==> src/hdl/svsog_regs.svh <==
/*
 * register map, field positions, reset values and selector codes of the
 * servo status-output and gain-table block.
 * assumes: included by bare name; definitions only.
 */
`ifndef SVSOG_REGS_SVH
`define SVSOG_REGS_SVH

// byte addresses of the apb registers
`define SVSOG_ADDR_CTRL      12'h000
`define SVSOG_ADDR_RUN_THR   12'h004
`define SVSOG_ADDR_TRQ_LIM   12'h008
`define SVSOG_ADDR_TRQ_THR   12'h00C
`define SVSOG_ADDR_TORQUE    12'h010
`define SVSOG_ADDR_SPEED     12'h014
`define SVSOG_ADDR_GAINS     12'h018
`define SVSOG_ADDR_STATUS    12'h01C
`define SVSOG_ADDR_IRQ_STAT  12'h020
`define SVSOG_ADDR_IRQ_MASK  12'h024
`define SVSOG_ADDR_INERTIA   12'h028

// control register fields
`define SVSOG_CTRL_SEL_LO    0
`define SVSOG_CTRL_SEL_HI    3
`define SVSOG_CTRL_STF_LO    4
`define SVSOG_CTRL_STF_HI    7
`define SVSOG_CTRL_RAT_LO    8
`define SVSOG_CTRL_RAT_HI    9
`define SVSOG_CTRL_ENA       10
`define SVSOG_CTRL_FAULT     11
`define SVSOG_CTRL_TUNE_OK   12

// gains register fields
`define SVSOG_GAIN_KP_LO     0
`define SVSOG_GAIN_KP_HI     8
`define SVSOG_GAIN_TI_LO     16
`define SVSOG_GAIN_TI_HI     25

// reset values
`define SVSOG_RST_SEL        4'h0
`define SVSOG_RST_STF        4'h5
`define SVSOG_RST_RAT        2'h3
`define SVSOG_RST_THR        16'h0000
`define SVSOG_RST_INERTIA    16'h0000

// selector codes
`define SVSOG_SEL_INPOS      4'h0
`define SVSOG_SEL_RUN        4'h1
`define SVSOG_SEL_CLAMP      4'h3
`define SVSOG_SEL_INDEX      4'h5
`define SVSOG_SEL_ENERGY     4'h7
`define SVSOG_SEL_TRQ        4'h9

// interrupt status bits
`define SVSOG_IRQ_FAULT      0
`define SVSOG_IRQ_INPOS      1
`define SVSOG_IRQ_W          2

`endif

==> src/hdl/svsog_pkg.sv <==
/*
 * types of the servo status-output and gain-table block.
 * assumes: compiled before every module of the block.
 */
package svsog_pkg;
    typedef logic [3:0]  svsog_level_t;   // stiffness level 0..15
    typedef logic [8:0]  svsog_kp_t;      // position loop gain, 1/s
    typedef logic [11:0] svsog_kv_t;      // speed loop gain, Hz
    typedef logic [9:0]  svsog_ti_t;      // integral time, 0.25 ms units
    typedef enum logic [1:0] {
        SVSOG_NORMAL,
        SVSOG_ALARM,
        SVSOG_WAIT_CLR
    } svsog_fault_t;
endpackage

==> src/hdl/svsog_gain_lut.sv <==
/*
 * stiffness lookup: level to position gain, speed gain and integral time.
 * assumes: level and ratio come from registers on the same clock; purely
 * combinational.
 */
`timescale 1ns/100ps
`include "svsog_regs.svh"

module svsog_gain_lut (
    input  wire svsog_pkg::svsog_level_t level,    // stiffness level
    input  wire logic [1:0]              ratio,    // speed gain ratio
    output svsog_pkg::svsog_kp_t         kp,       // position loop gain
    output svsog_pkg::svsog_kv_t         kv,       // speed loop gain
    output svsog_pkg::svsog_ti_t         ti        // integral time
);
    // position gain per level
    function automatic svsog_pkg::svsog_kp_t kp_of(input svsog_pkg::svsog_level_t l);
        case (l)
            4'h0: kp_of = 9'h00A;
            4'h1: kp_of = 9'h00F;
            4'h2: kp_of = 9'h014;
            4'h3: kp_of = 9'h019;
            4'h4: kp_of = 9'h01E;
            4'h5: kp_of = 9'h028;
            4'h6: kp_of = 9'h041;
            4'h7: kp_of = 9'h050;
            4'h8: kp_of = 9'h064;
            4'h9: kp_of = 9'h078;
            4'hA: kp_of = 9'h08C;
            4'hB: kp_of = 9'h0A0;
            4'hC: kp_of = 9'h0B4;
            4'hD: kp_of = 9'h0D2;
            4'hE: kp_of = 9'h0FA;
            default: kp_of = 9'h12C;
        endcase
    endfunction

    // integral time per level
    function automatic svsog_pkg::svsog_ti_t ti_of(input svsog_pkg::svsog_level_t l);
        case (l)
            4'h0: ti_of = 10'h320;
            4'h1: ti_of = 10'h258;
            4'h2: ti_of = 10'h1C2;
            4'h3: ti_of = 10'h190;
            4'h4: ti_of = 10'h12C;
            4'h5: ti_of = 10'h0C8;
            4'h6: ti_of = 10'h08C;
            4'h7: ti_of = 10'h06E;
            4'h8: ti_of = 10'h05A;
            4'h9: ti_of = 10'h050;
            4'hA: ti_of = 10'h046;
            4'hB: ti_of = 10'h03C;
            4'hC: ti_of = 10'h037;
            4'hD: ti_of = 10'h032;
            4'hE: ti_of = 10'h028;
            default: ti_of = 10'h01E;
        endcase
    endfunction

    // speed gain = kp * (ratio + 1)
    always_comb begin
        kp = kp_of(level);
        ti = ti_of(level);
        kv = 12'({3'h0, kp} * ({10'h000, ratio} + 12'h001));
    end
endmodule

==> src/hdl/svsog_sync.sv <==
/*
 * two flip-flop synchroniser bank for pin inputs.
 * assumes: inputs asynchronous to mclk; reset value low.
 */
`timescale 1ns/100ps

module svsog_sync #(
    parameter int W = 1                  // number of bits
) (
    input  wire logic         mclk,      // clock
    input  wire logic         rst_n,     // async reset, active low
    input  wire logic [W-1:0] d,         // asynchronous inputs
    output logic      [W-1:0] q          // synchronised outputs
);
    typedef struct packed {
        logic [W-1:0] s1;                // first stage, read by s2 only
        logic [W-1:0] s2;                // second stage
    } svsog_sync_t;

    svsog_sync_t st;
    svsog_sync_t next_st;

    // shift one stage per clock
    always_comb begin
        next_st    = st;
        next_st.s1 = d;
        next_st.s2 = st.s1;
    end

    // register state
    always_ff @(posedge mclk or negedge rst_n) begin
        if (!rst_n) begin
            st <= '0;
        end else begin
            st <= next_st;
        end
    end

    assign q = st.s2;
endmodule

==> src/hdl/svsog_top.sv <==
/*
 * servo status outputs and gain table: fault indicator with clear input,
 * selectable active-low status terminal, stiffness gain lookup, apb registers
 * and a level interrupt.
 * assumes: apb master on mclk; pins fault_clear_in and index_pulse_in are
 * asynchronous; fault_detect, in_position, torque_cmd and motor_speed come
 * from logic on mclk.
 */
// Local design decisions: the APB interface to the registers and the register addresses.
`timescale 1ns/100ps
`include "svsog_regs.svh"

//Operation
// - fault output low normal, high alarmed
// - code 0 signals positioning complete
// - code 1 signals speed above threshold
// - code 5 passes encoder index pulse
// - code 7 signals drive enabled, energized
// - code 9 signals torque above threshold
// - sixteen stiffness levels set three gains
// - stiffness level resets to five
// - speed gain is kp times ratio+1
// - lookup values, integral time 0.25ms units
// - manual inertia used when tuning unsuitable
module svsog_top (
    input  wire logic        mclk,                // 250 MHz clock
    input  wire logic        rst_n,               // async reset, active low
    input  wire logic        psel,                // apb select
    input  wire logic        penable,             // apb access phase
    input  wire logic        pwrite,              // apb write
    input  wire logic [11:0] paddr,               // apb byte address
    input  wire logic [31:0] pwdata,              // apb write data
    output logic      [31:0] prdata,              // apb read data
    output logic             pready,              // apb ready
    output logic             pslverr,             // apb error
    input  wire logic        fault_detect,        // abnormal condition seen
    input  wire logic        fault_clear_in,      // clear pin, active low
    input  wire logic        in_position,         // positioning complete
    input  wire logic [15:0] torque_cmd,          // internal torque command
    input  wire logic [15:0] motor_speed,         // motor speed magnitude
    input  wire logic        index_pulse_in,      // encoder index pulse pin
    output logic             fault_indicator_out, // high while alarmed
    output logic             status_out_n,        // selected terminal, low = on
    output logic             irq,                 // level interrupt
    output logic [8:0]       position_loop_gain,  // active position gain
    output logic [11:0]      speed_loop_gain,     // active speed gain
    output logic [9:0]       speed_integral_time, // active integral time
    output logic [15:0]      load_inertia_ratio   // inertia used by the loop
);
    typedef struct packed {
        svsog_pkg::svsog_fault_t fsm;            // fault state
        logic [3:0]              sel;            // output function select
        svsog_pkg::svsog_level_t stf;            // stiffness level
        logic [1:0]              rat;            // speed gain ratio
        logic                    ena;            // drive enable
        logic                    tune_ok;        // autotuning suitable
        logic [15:0]             run_thr;        // running speed threshold
        logic [15:0]             trq_lim;        // torque clamp limit
        logic [15:0]             trq_thr;        // torque detect threshold
        logic [15:0]             inertia;        // manual inertia percent
        logic [15:0]             est_inertia;    // estimated inertia
        logic [`SVSOG_IRQ_W-1:0] ist;            // sticky interrupt status
        logic [`SVSOG_IRQ_W-1:0] imask;          // interrupt mask
        logic                    inpos_d;        // last in_position
        logic                    fault_o;        // fault output flop
        logic                    stat_n;         // status output flop
        logic                    irq_o;          // interrupt flop
        logic [8:0]              kp;             // registered gains
        logic [11:0]             kv;
        logic [9:0]              ti;
        logic [15:0]             inert_o;        // registered inertia out
        logic [31:0]             rdata;          // read data
        logic                    rdy;            // apb ready
        logic                    err;            // apb error
    } svsog_state_t;

    svsog_state_t st;
    svsog_state_t next_st;

    logic [1:0]              pins_s;   // synchronised pins
    logic                    clr_s;    // clear asserted, synchronised
    logic                    idx_s;    // index pulse, synchronised
    svsog_pkg::svsog_kp_t    lut_kp;   // lookup results
    svsog_pkg::svsog_kv_t    lut_kv;
    svsog_pkg::svsog_ti_t    lut_ti;

    // pin inputs pass two flops before use
    svsog_sync #(.W(2)) i_svsog_sync (
        .mclk  (mclk),
        .rst_n (rst_n),
        .d     ({~fault_clear_in, index_pulse_in}),
        .q     (pins_s)
    );
    assign clr_s = pins_s[1];
    assign idx_s = pins_s[0];

    // stiffness lookup
    svsog_gain_lut i_svsog_gain_lut (
        .level (st.stf),
        .ratio (st.rat),
        .kp    (lut_kp),
        .kv    (lut_kv),
        .ti    (lut_ti)
    );

    // known apb address
    function automatic logic addr_ok(input logic [11:0] a);
        case (a)
            `SVSOG_ADDR_CTRL, `SVSOG_ADDR_RUN_THR, `SVSOG_ADDR_TRQ_LIM,
            `SVSOG_ADDR_TRQ_THR, `SVSOG_ADDR_TORQUE, `SVSOG_ADDR_SPEED,
            `SVSOG_ADDR_GAINS, `SVSOG_ADDR_STATUS, `SVSOG_ADDR_IRQ_STAT,
            `SVSOG_ADDR_IRQ_MASK, `SVSOG_ADDR_INERTIA: addr_ok = 1'b1;
            default: addr_ok = 1'b0;
        endcase
    endfunction

    // status condition per selector code; unused codes read false
    function automatic logic cond_of(input logic [3:0] s, input logic ip, input logic run,
                                     input logic clp, input logic ix, input logic en,
                                     input logic tq);
        case (s)
            `SVSOG_SEL_INPOS:  cond_of = ip;
            `SVSOG_SEL_RUN:    cond_of = run;
            `SVSOG_SEL_CLAMP:  cond_of = clp;
            `SVSOG_SEL_INDEX:  cond_of = ix;
            `SVSOG_SEL_ENERGY: cond_of = en;
            `SVSOG_SEL_TRQ:    cond_of = tq;
            default:           cond_of = 1'b0;
        endcase
    endfunction

    logic                    alarmed;   // fault state is not normal
    logic                    running;   // speed above threshold
    logic                    clamped;   // torque command above limit
    logic                    trq_over;  // torque above detect threshold
    logic                    energized; // enabled and not alarmed
    logic                    wr;        // apb write access
    logic [`SVSOG_IRQ_W-1:0] ev;        // interrupt events this cycle
    logic [31:0]             ctrl_rd;   // control read image

    // next state
    always_comb begin
        next_st   = st;
        alarmed   = (st.fsm != svsog_pkg::SVSOG_NORMAL);
        running   = (motor_speed > st.run_thr);
        clamped   = (torque_cmd > st.trq_lim);
        trq_over  = (torque_cmd > st.trq_thr);
        energized = st.ena && !alarmed;
        wr        = psel && penable && pwrite && !st.rdy;
        ev        = '0;
        ctrl_rd   = '0;
        ctrl_rd[`SVSOG_CTRL_SEL_HI:`SVSOG_CTRL_SEL_LO] = st.sel;
        ctrl_rd[`SVSOG_CTRL_STF_HI:`SVSOG_CTRL_STF_LO] = st.stf;
        ctrl_rd[`SVSOG_CTRL_RAT_HI:`SVSOG_CTRL_RAT_LO] = st.rat;
        ctrl_rd[`SVSOG_CTRL_ENA]     = st.ena;
        ctrl_rd[`SVSOG_CTRL_FAULT]   = alarmed;
        ctrl_rd[`SVSOG_CTRL_TUNE_OK] = st.tune_ok;

        // fault state: alarm holds until cause gone and clear asserted
        case (st.fsm)
            svsog_pkg::SVSOG_NORMAL: begin
                if (fault_detect) begin
                    next_st.fsm = svsog_pkg::SVSOG_ALARM;
                    ev[`SVSOG_IRQ_FAULT] = 1'b1;
                end
            end
            svsog_pkg::SVSOG_ALARM: begin
                // clear ignored while the cause remains
                if (!fault_detect && clr_s) begin
                    next_st.fsm = svsog_pkg::SVSOG_NORMAL;
                end
            end
            default: begin
                next_st.fsm = svsog_pkg::SVSOG_ALARM;
            end
        endcase

        // rising in-position is an event
        next_st.inpos_d = in_position;
        if (in_position && !st.inpos_d) begin
            ev[`SVSOG_IRQ_INPOS] = 1'b1;
        end

        // estimate only tracks while tuning is suitable
        if (st.tune_ok && running) begin
            next_st.est_inertia = st.inertia;
        end

        // apb: one wait state, answer in the second access cycle
        next_st.rdy = psel && penable && !st.rdy;
        next_st.err = psel && penable && !st.rdy && !addr_ok(paddr);
        next_st.rdata = '0;
        if (psel && penable && !st.rdy && !pwrite) begin
            case (paddr)
                `SVSOG_ADDR_CTRL:     next_st.rdata = ctrl_rd;
                `SVSOG_ADDR_RUN_THR:  next_st.rdata = {16'h0000, st.run_thr};
                `SVSOG_ADDR_TRQ_LIM:  next_st.rdata = {16'h0000, st.trq_lim};
                `SVSOG_ADDR_TRQ_THR:  next_st.rdata = {16'h0000, st.trq_thr};
                `SVSOG_ADDR_TORQUE:   next_st.rdata = {16'h0000, torque_cmd};
                `SVSOG_ADDR_SPEED:    next_st.rdata = {16'h0000, motor_speed};
                `SVSOG_ADDR_GAINS:    next_st.rdata = {6'h00, st.ti, 7'h00, st.kp};
                `SVSOG_ADDR_STATUS:   next_st.rdata = {26'h0, trq_over, energized, idx_s,
                                                       clamped, running, in_position};
                `SVSOG_ADDR_IRQ_STAT: next_st.rdata = {30'h0, st.ist};
                `SVSOG_ADDR_IRQ_MASK: next_st.rdata = {30'h0, st.imask};
                `SVSOG_ADDR_INERTIA:  next_st.rdata = {16'h0000, st.inertia};
                default:              next_st.rdata = '0;
            endcase
        end
        if (wr) begin
            case (paddr)
                `SVSOG_ADDR_CTRL: begin
                    next_st.sel     = pwdata[`SVSOG_CTRL_SEL_HI:`SVSOG_CTRL_SEL_LO];
                    next_st.stf     = pwdata[`SVSOG_CTRL_STF_HI:`SVSOG_CTRL_STF_LO];
                    next_st.rat     = pwdata[`SVSOG_CTRL_RAT_HI:`SVSOG_CTRL_RAT_LO];
                    next_st.ena     = pwdata[`SVSOG_CTRL_ENA];
                    next_st.tune_ok = pwdata[`SVSOG_CTRL_TUNE_OK];
                end
                `SVSOG_ADDR_RUN_THR:  next_st.run_thr = pwdata[15:0];
                `SVSOG_ADDR_TRQ_LIM:  next_st.trq_lim = pwdata[15:0];
                `SVSOG_ADDR_TRQ_THR:  next_st.trq_thr = pwdata[15:0];
                `SVSOG_ADDR_IRQ_STAT: next_st.ist     = st.ist & ~pwdata[`SVSOG_IRQ_W-1:0];
                `SVSOG_ADDR_IRQ_MASK: next_st.imask   = pwdata[`SVSOG_IRQ_W-1:0];
                `SVSOG_ADDR_INERTIA:  next_st.inertia = pwdata[15:0];
                default: begin
                end
            endcase
        end
        // set wins over write-one-to-clear
        next_st.ist = next_st.ist | ev;

        // registered outputs
        next_st.fault_o = (next_st.fsm != svsog_pkg::SVSOG_NORMAL);
        next_st.stat_n  = ~cond_of(st.sel, in_position, running, clamped, idx_s,
                                   energized, trq_over);
        next_st.irq_o   = |(next_st.ist & next_st.imask);
        next_st.kp      = lut_kp;
        next_st.kv      = lut_kv;
        next_st.ti      = lut_ti;
        next_st.inert_o = st.tune_ok ? st.est_inertia : st.inertia;
    end

    // register state
    always_ff @(posedge mclk or negedge rst_n) begin
        if (!rst_n) begin
            st         <= '0;
            st.fsm     <= svsog_pkg::SVSOG_NORMAL;
            st.sel     <= `SVSOG_RST_SEL;
            st.stf     <= `SVSOG_RST_STF;
            st.rat     <= `SVSOG_RST_RAT;
            st.run_thr <= `SVSOG_RST_THR;
            st.trq_lim <= `SVSOG_RST_THR;
            st.trq_thr <= `SVSOG_RST_THR;
            st.inertia <= `SVSOG_RST_INERTIA;
            st.stat_n  <= 1'b1;
        end else begin
            st <= next_st;
        end
    end

    assign prdata              = st.rdata;
    assign pready              = st.rdy;
    assign pslverr             = st.err;
    assign fault_indicator_out = st.fault_o;
    assign status_out_n        = st.stat_n;
    assign irq                 = st.irq_o;
    assign position_loop_gain  = st.kp;
    assign speed_loop_gain     = st.kv;
    assign speed_integral_time = st.ti;
    assign load_inertia_ratio  = st.inert_o;
endmodule

==> config.mk <==
export PLATFORM = sky130hd
export DESIGN_NAME = svsog_top
export DESIGN_NICKNAME = d
export VERILOG_FILES = /design/src/hdl/svsog_pkg.sv /design/src/hdl/svsog_gain_lut.sv /design/src/hdl/svsog_sync.sv /design/src/hdl/svsog_top.sv
export VERILOG_INCLUDE_DIRS = /design/src /design/src/hdl
export SDC_FILE = /design/constraint.sdc
export NUM_CORES = 1
export LEC_CHECK = 0
export ABC_AREA = 1
export BUFFER_PORTS_ARGS = -buffer_cell sky130_fd_sc_hd__buf_2
export CORE_UTILIZATION = 59
export CTS_BUF_LIST = sky130_fd_sc_hd__clkbuf_4
export DETAILED_ROUTE_END_ITERATION = 8
export PLACE_DENSITY = 0.86
export SETUP_SLACK_MARGIN = 0.1
export SLEW_MARGIN = 20
export SYNTH_ARGS = -nofsm -noshare
export SYNTH_HDL_FRONTEND = slang
export SYNTH_SLANG_ARGS = --single-unit
==> constraint.sdc <==
create_clock -name mclk -period 4.3 [get_ports mclk]
set_clock_uncertainty 0.15 [all_clocks]
set_input_delay 0.43 -clock mclk [delete_from_list [all_inputs] [get_ports mclk]]
set_output_delay 0.43 -clock mclk [all_outputs]
set_load 0.02 [all_outputs]
==> impl_metrics.csv <==
group,metric,value,unit
route,dr.first_iter.drc_count,968,
worst_setup_path,critPathRequiredTime,4.69,ns
worst_setup_path,critPathTopFamily,"adder cells",
sta,maxSlewHeadroom,0.267,
sta,finalSetupViolations,0,
global_routing,grt_max_degree,76,
floorplanning,ios,169,
worst_setup_path,reg2reg_slack,0.47,ns
worst_setup_path,r2r_start,"ctrl_rd[5]",
route,via_count,8810,
route,ant_nets,0,
pwr,p_sw_frac,0.251,
sta,setup_slack,0.466,ns
worst_setup_path,cp_max_fo,9,
global_routing,grtUsageMet1,0.454,
clock_network,cts_htree_levels,4,
global_routing,grt.overflow.total,0,
global_routing,grt_pass1_vias,8171,
clock_network,post_cts_buffers,0,
pwr,leakage,5.55,nW
sta,rsz0062_at_grt,"false",
pwr,ir_drop,0.163,mV
cells_and_area,syn_to_final_growth,7.34,%
route,remaining_drc_errors,0,
place,routabilityCongestion,1.00,
worst_setup_path,reg2reg_depth,17,
clock_network,cts_sinks,181,
worst_setup_path,worstSetupPathType,"register to register",
pwr,p_int,2.20,mW
synth,seq_area_frac_synth,0.440,
route,drt-vias-per-instance,5.54,
worst_setup_path,cp_num_cells,17,
synth,ys.flop_type,"dfrtp_1",
synth,mappedNetlistArea,10300,µm²
worst_hold_path,worstHoldPathCells,3,
clock_network,cts_inserted_buffers,17,
worst_setup_path,slowest_delay,0.60,ns
floorplanning,core-area,16800,µm²
worst_setup_path,cp-end-kind,"register",
place,dp_hpwl,20500,µm
global_routing,met3_usage,0.0688,
sta,setup-tns-final,0,ns
synth,synth_cell_types,43,
route,drtPass1Iterations,6,
sta,min_period,3.83,ns
sta,worst_pin_slew,1.10,ns
route,routedWlPerCell,17.1,µm
synth,synth_top_area_share,0.427,
sta,whs,0.0445,ns
global_routing,grt_pass1_wl,42800,µm
route,drt-total-wl,27100,µm
cells_and_area,nNetsFinal,1512,
worst_setup_path,r2r_end,"speed_loop_gain[8]",
worst_setup_path,crit_buf_inv,3,
synth,yosysWarnings,0,
synth,yosys-top-cells-area,"dfrtp_1 (43%), nand2_1 (12%), ha_1 (8.0%)",
clock_network,path_clk_slew,0.15,ns
sta,finalMaxSlewViolations,0,
floorplanning,num_rows,47,
clock_network,cts_root_buffer,"clkbuf_4",
sta,finalHoldViolations,0,
floorplanning,dieArea,18000,µm²
pwr,p_per_area,266,nW/µm²
worst_setup_path,worstPathArrival,4.22,ns
pwr,p_comb_frac,0.073,
synth,synth.avg_cell_area,8.09,µm²
worst_hold_path,holdCritPathClass,"primary input to register",
cells_and_area,drive_gt1_frac,0.173,
worst_setup_path,cp_slowest_cell,"dfrtp_1",
pwr,p_switching,0.740,mW
global_routing,track_usage,0.316,
pwr,pwr-share-seq,0.583,
synth,synth_edf_count,0,
run,maxCapViolCount,0,
worst_hold_path,min_from,"pwdata[13]",
worst_setup_path,cp_cell_sequence,"inv_1, ha_1, nand2_1, inv_1, nor2_1, inv_1, o21a_1, nor2_1, fa_1, ha_1, fa_1, nand3_1, nand2_1, a21oi_1, nor2_1, nor2_1, xor2_1",
global_routing,gr-usage-met2,0.464,
clock_network,cts_tree,"yes",
worst_setup_path,cp_common_cell,"nor2_1",
sta,fmax,261,MHz
clock_network,clock_latency,0.60,ns
place,io_buffers,146,
floorplanning,die_h,134,µm
global_routing,grt_busiest_layer,"met2",
sta,period_share,0.892,
floorplanning,chipWidth,134,µm
clock_network,max-clock-path-buffers,2,
worst_setup_path,start_kind,"register",
synth,synth_seq_cells,181,
floorplanning,initial_utilization,0.613,
synth,synth_cells,1275,
pwr,p_clk_frac,0.345,
synth,synth_top_area_cell,"dfrtp_1",
synth,async_flop_share,1.00,
worst_hold_path,worstHoldEndpoint,"st[134]",
place,dp_slack,0.540,ns
run_status,status,"completed",
synth,yosysMostFrequentCell,"nand2_1",
synth,synthTopCellsByCount,"nand2_1 (343), dfrtp_1 (176), inv_1 (142), o21ai_0 (112), nor2_1 (97)",
global_routing,antenna_found_initial,3,
## repair_timing
item	4_1_cts	5_1_grt
gates resized for setup	0	0
hold endpoints to repair	90	0
hold buffers	11	0
## final cells by class
| type | count | area, µm² |
|---|---|---|
| Fill cell | 1452 | 5750 |
| Sequential cell | 181 | 4540 |
| Antenna cell | 3 | 7.51 |
| Timing Repair Buffer | 163 | 892 |
| Inverter | 153 | 576 |
| Clock inverter | 12 | 155 |
| Multi-Input combinational cell | 837 | 4480 |
| Clock buffer | 20 | 150 |
| Tap cell | 220 | 275 |
## registers in the layout, summed over array words and instances, names as in the netlist, 9 cells and up
register	flops
ctrl_rd	12
load_inertia_ratio	16
position_loop_gain	9
prdata	26
speed_integral_time	10
speed_loop_gain	12
st	87
## layout by cell type (no fill, tap or decap), drive strengths merged, types with 2 or more instances in the layout
| cell | instances |
|---|---|
| nand2 | 351 |
| dfrtp | 176 |
| inv | 153 |
| buf | 152 |
| o21ai | 136 |
| nor2 | 122 |
| ha | 66 |
| a21oi | 46 |
| nand3 | 37 |
| clkbuf | 20 |
| o22ai | 12 |
| nand4 | 12 |
| dlygate4sd3 | 11 |
| nor3 | 8 |
| fa | 8 |
| xor2 | 7 |
| conb | 7 |
| clkinv | 6 |
| o211ai | 5 |
| dfstp | 5 |
| o31ai | 4 |
| diode | 3 |
| o21a | 3 |
| bufinv | 3 |
| clkinvlp | 3 |
| o21bai | 2 |
| or2 | 2 |
## logic make-up (layout without fill, tap and decap cells)
family	Yosys count	in the layout	synth area share
adder cells (fa/ha/maj)	74	74	0.0956
AND/OR/NAND/NOR	534	534	0.218
XOR/XNOR	7	7	0.00594
flip-flops	181	181	0.440
AO/OA/AOI/OAI	215	215	0.112
other	1	10	0.000364
buffers and inverters	263	348	0.128
## worst max path at each step
stage | startpoint | endpoint | slack (ns)
CTS | ctrl_rd[5] | speed_loop_gain[8] | 0.50
global placement | ctrl_rd[4] | speed_loop_gain[8] | 0.63
floorplan | ctrl_rd[4] | speed_loop_gain[10] | 0.91
finish | ctrl_rd[5] | speed_loop_gain[8] | 0.47
detailed placement | ctrl_rd[5] | speed_loop_gain[10] | 0.54
global route | ctrl_rd[5] | speed_loop_gain[8] | 0.26
## power groups by stage
stage	logic [mW]	clock network (mW)	registers (mW)
2_1_floorplan	0.0917	0	1.75
3_3_place_gp	0.198	0	1.75
3_5_place_dp	0.203	0	1.75
4_1_cts	0.211	1.03	1.72
5_1_grt	0.241	1.09	1.72
6_report	0.214	1.01	1.72
## tightest hold or removal path, delay by kind of cell
kind                   cells  cell delay [ns]
buffers and inverters      2             0.17
AOI/OAI and AO/OA          1             0.16
## stage by stage
step           utilization  std cells  cell area [µm²]  total power [mW]
2_1_floorplan            -       1281            10300              1.84
3_3_place_gp         0.633       1543            10700              1.94
3_5_place_dp         0.633       1543            10700              1.95
4_1_cts              0.658       1586            11100              2.95
5_1_grt              0.658       1589            11100              3.05
6_report             0.658       1589            11100              2.94
## routing by layer
layer | vias up | wire (µm)
met4 | 0 | 939
met2 | 489 | 11800
li1 | 4136 | -
met5 | - | 0
met3 | 73 | 3060
met1 | 4112 | 11300
No activity file was read; power rests on OpenSTA's default activity.
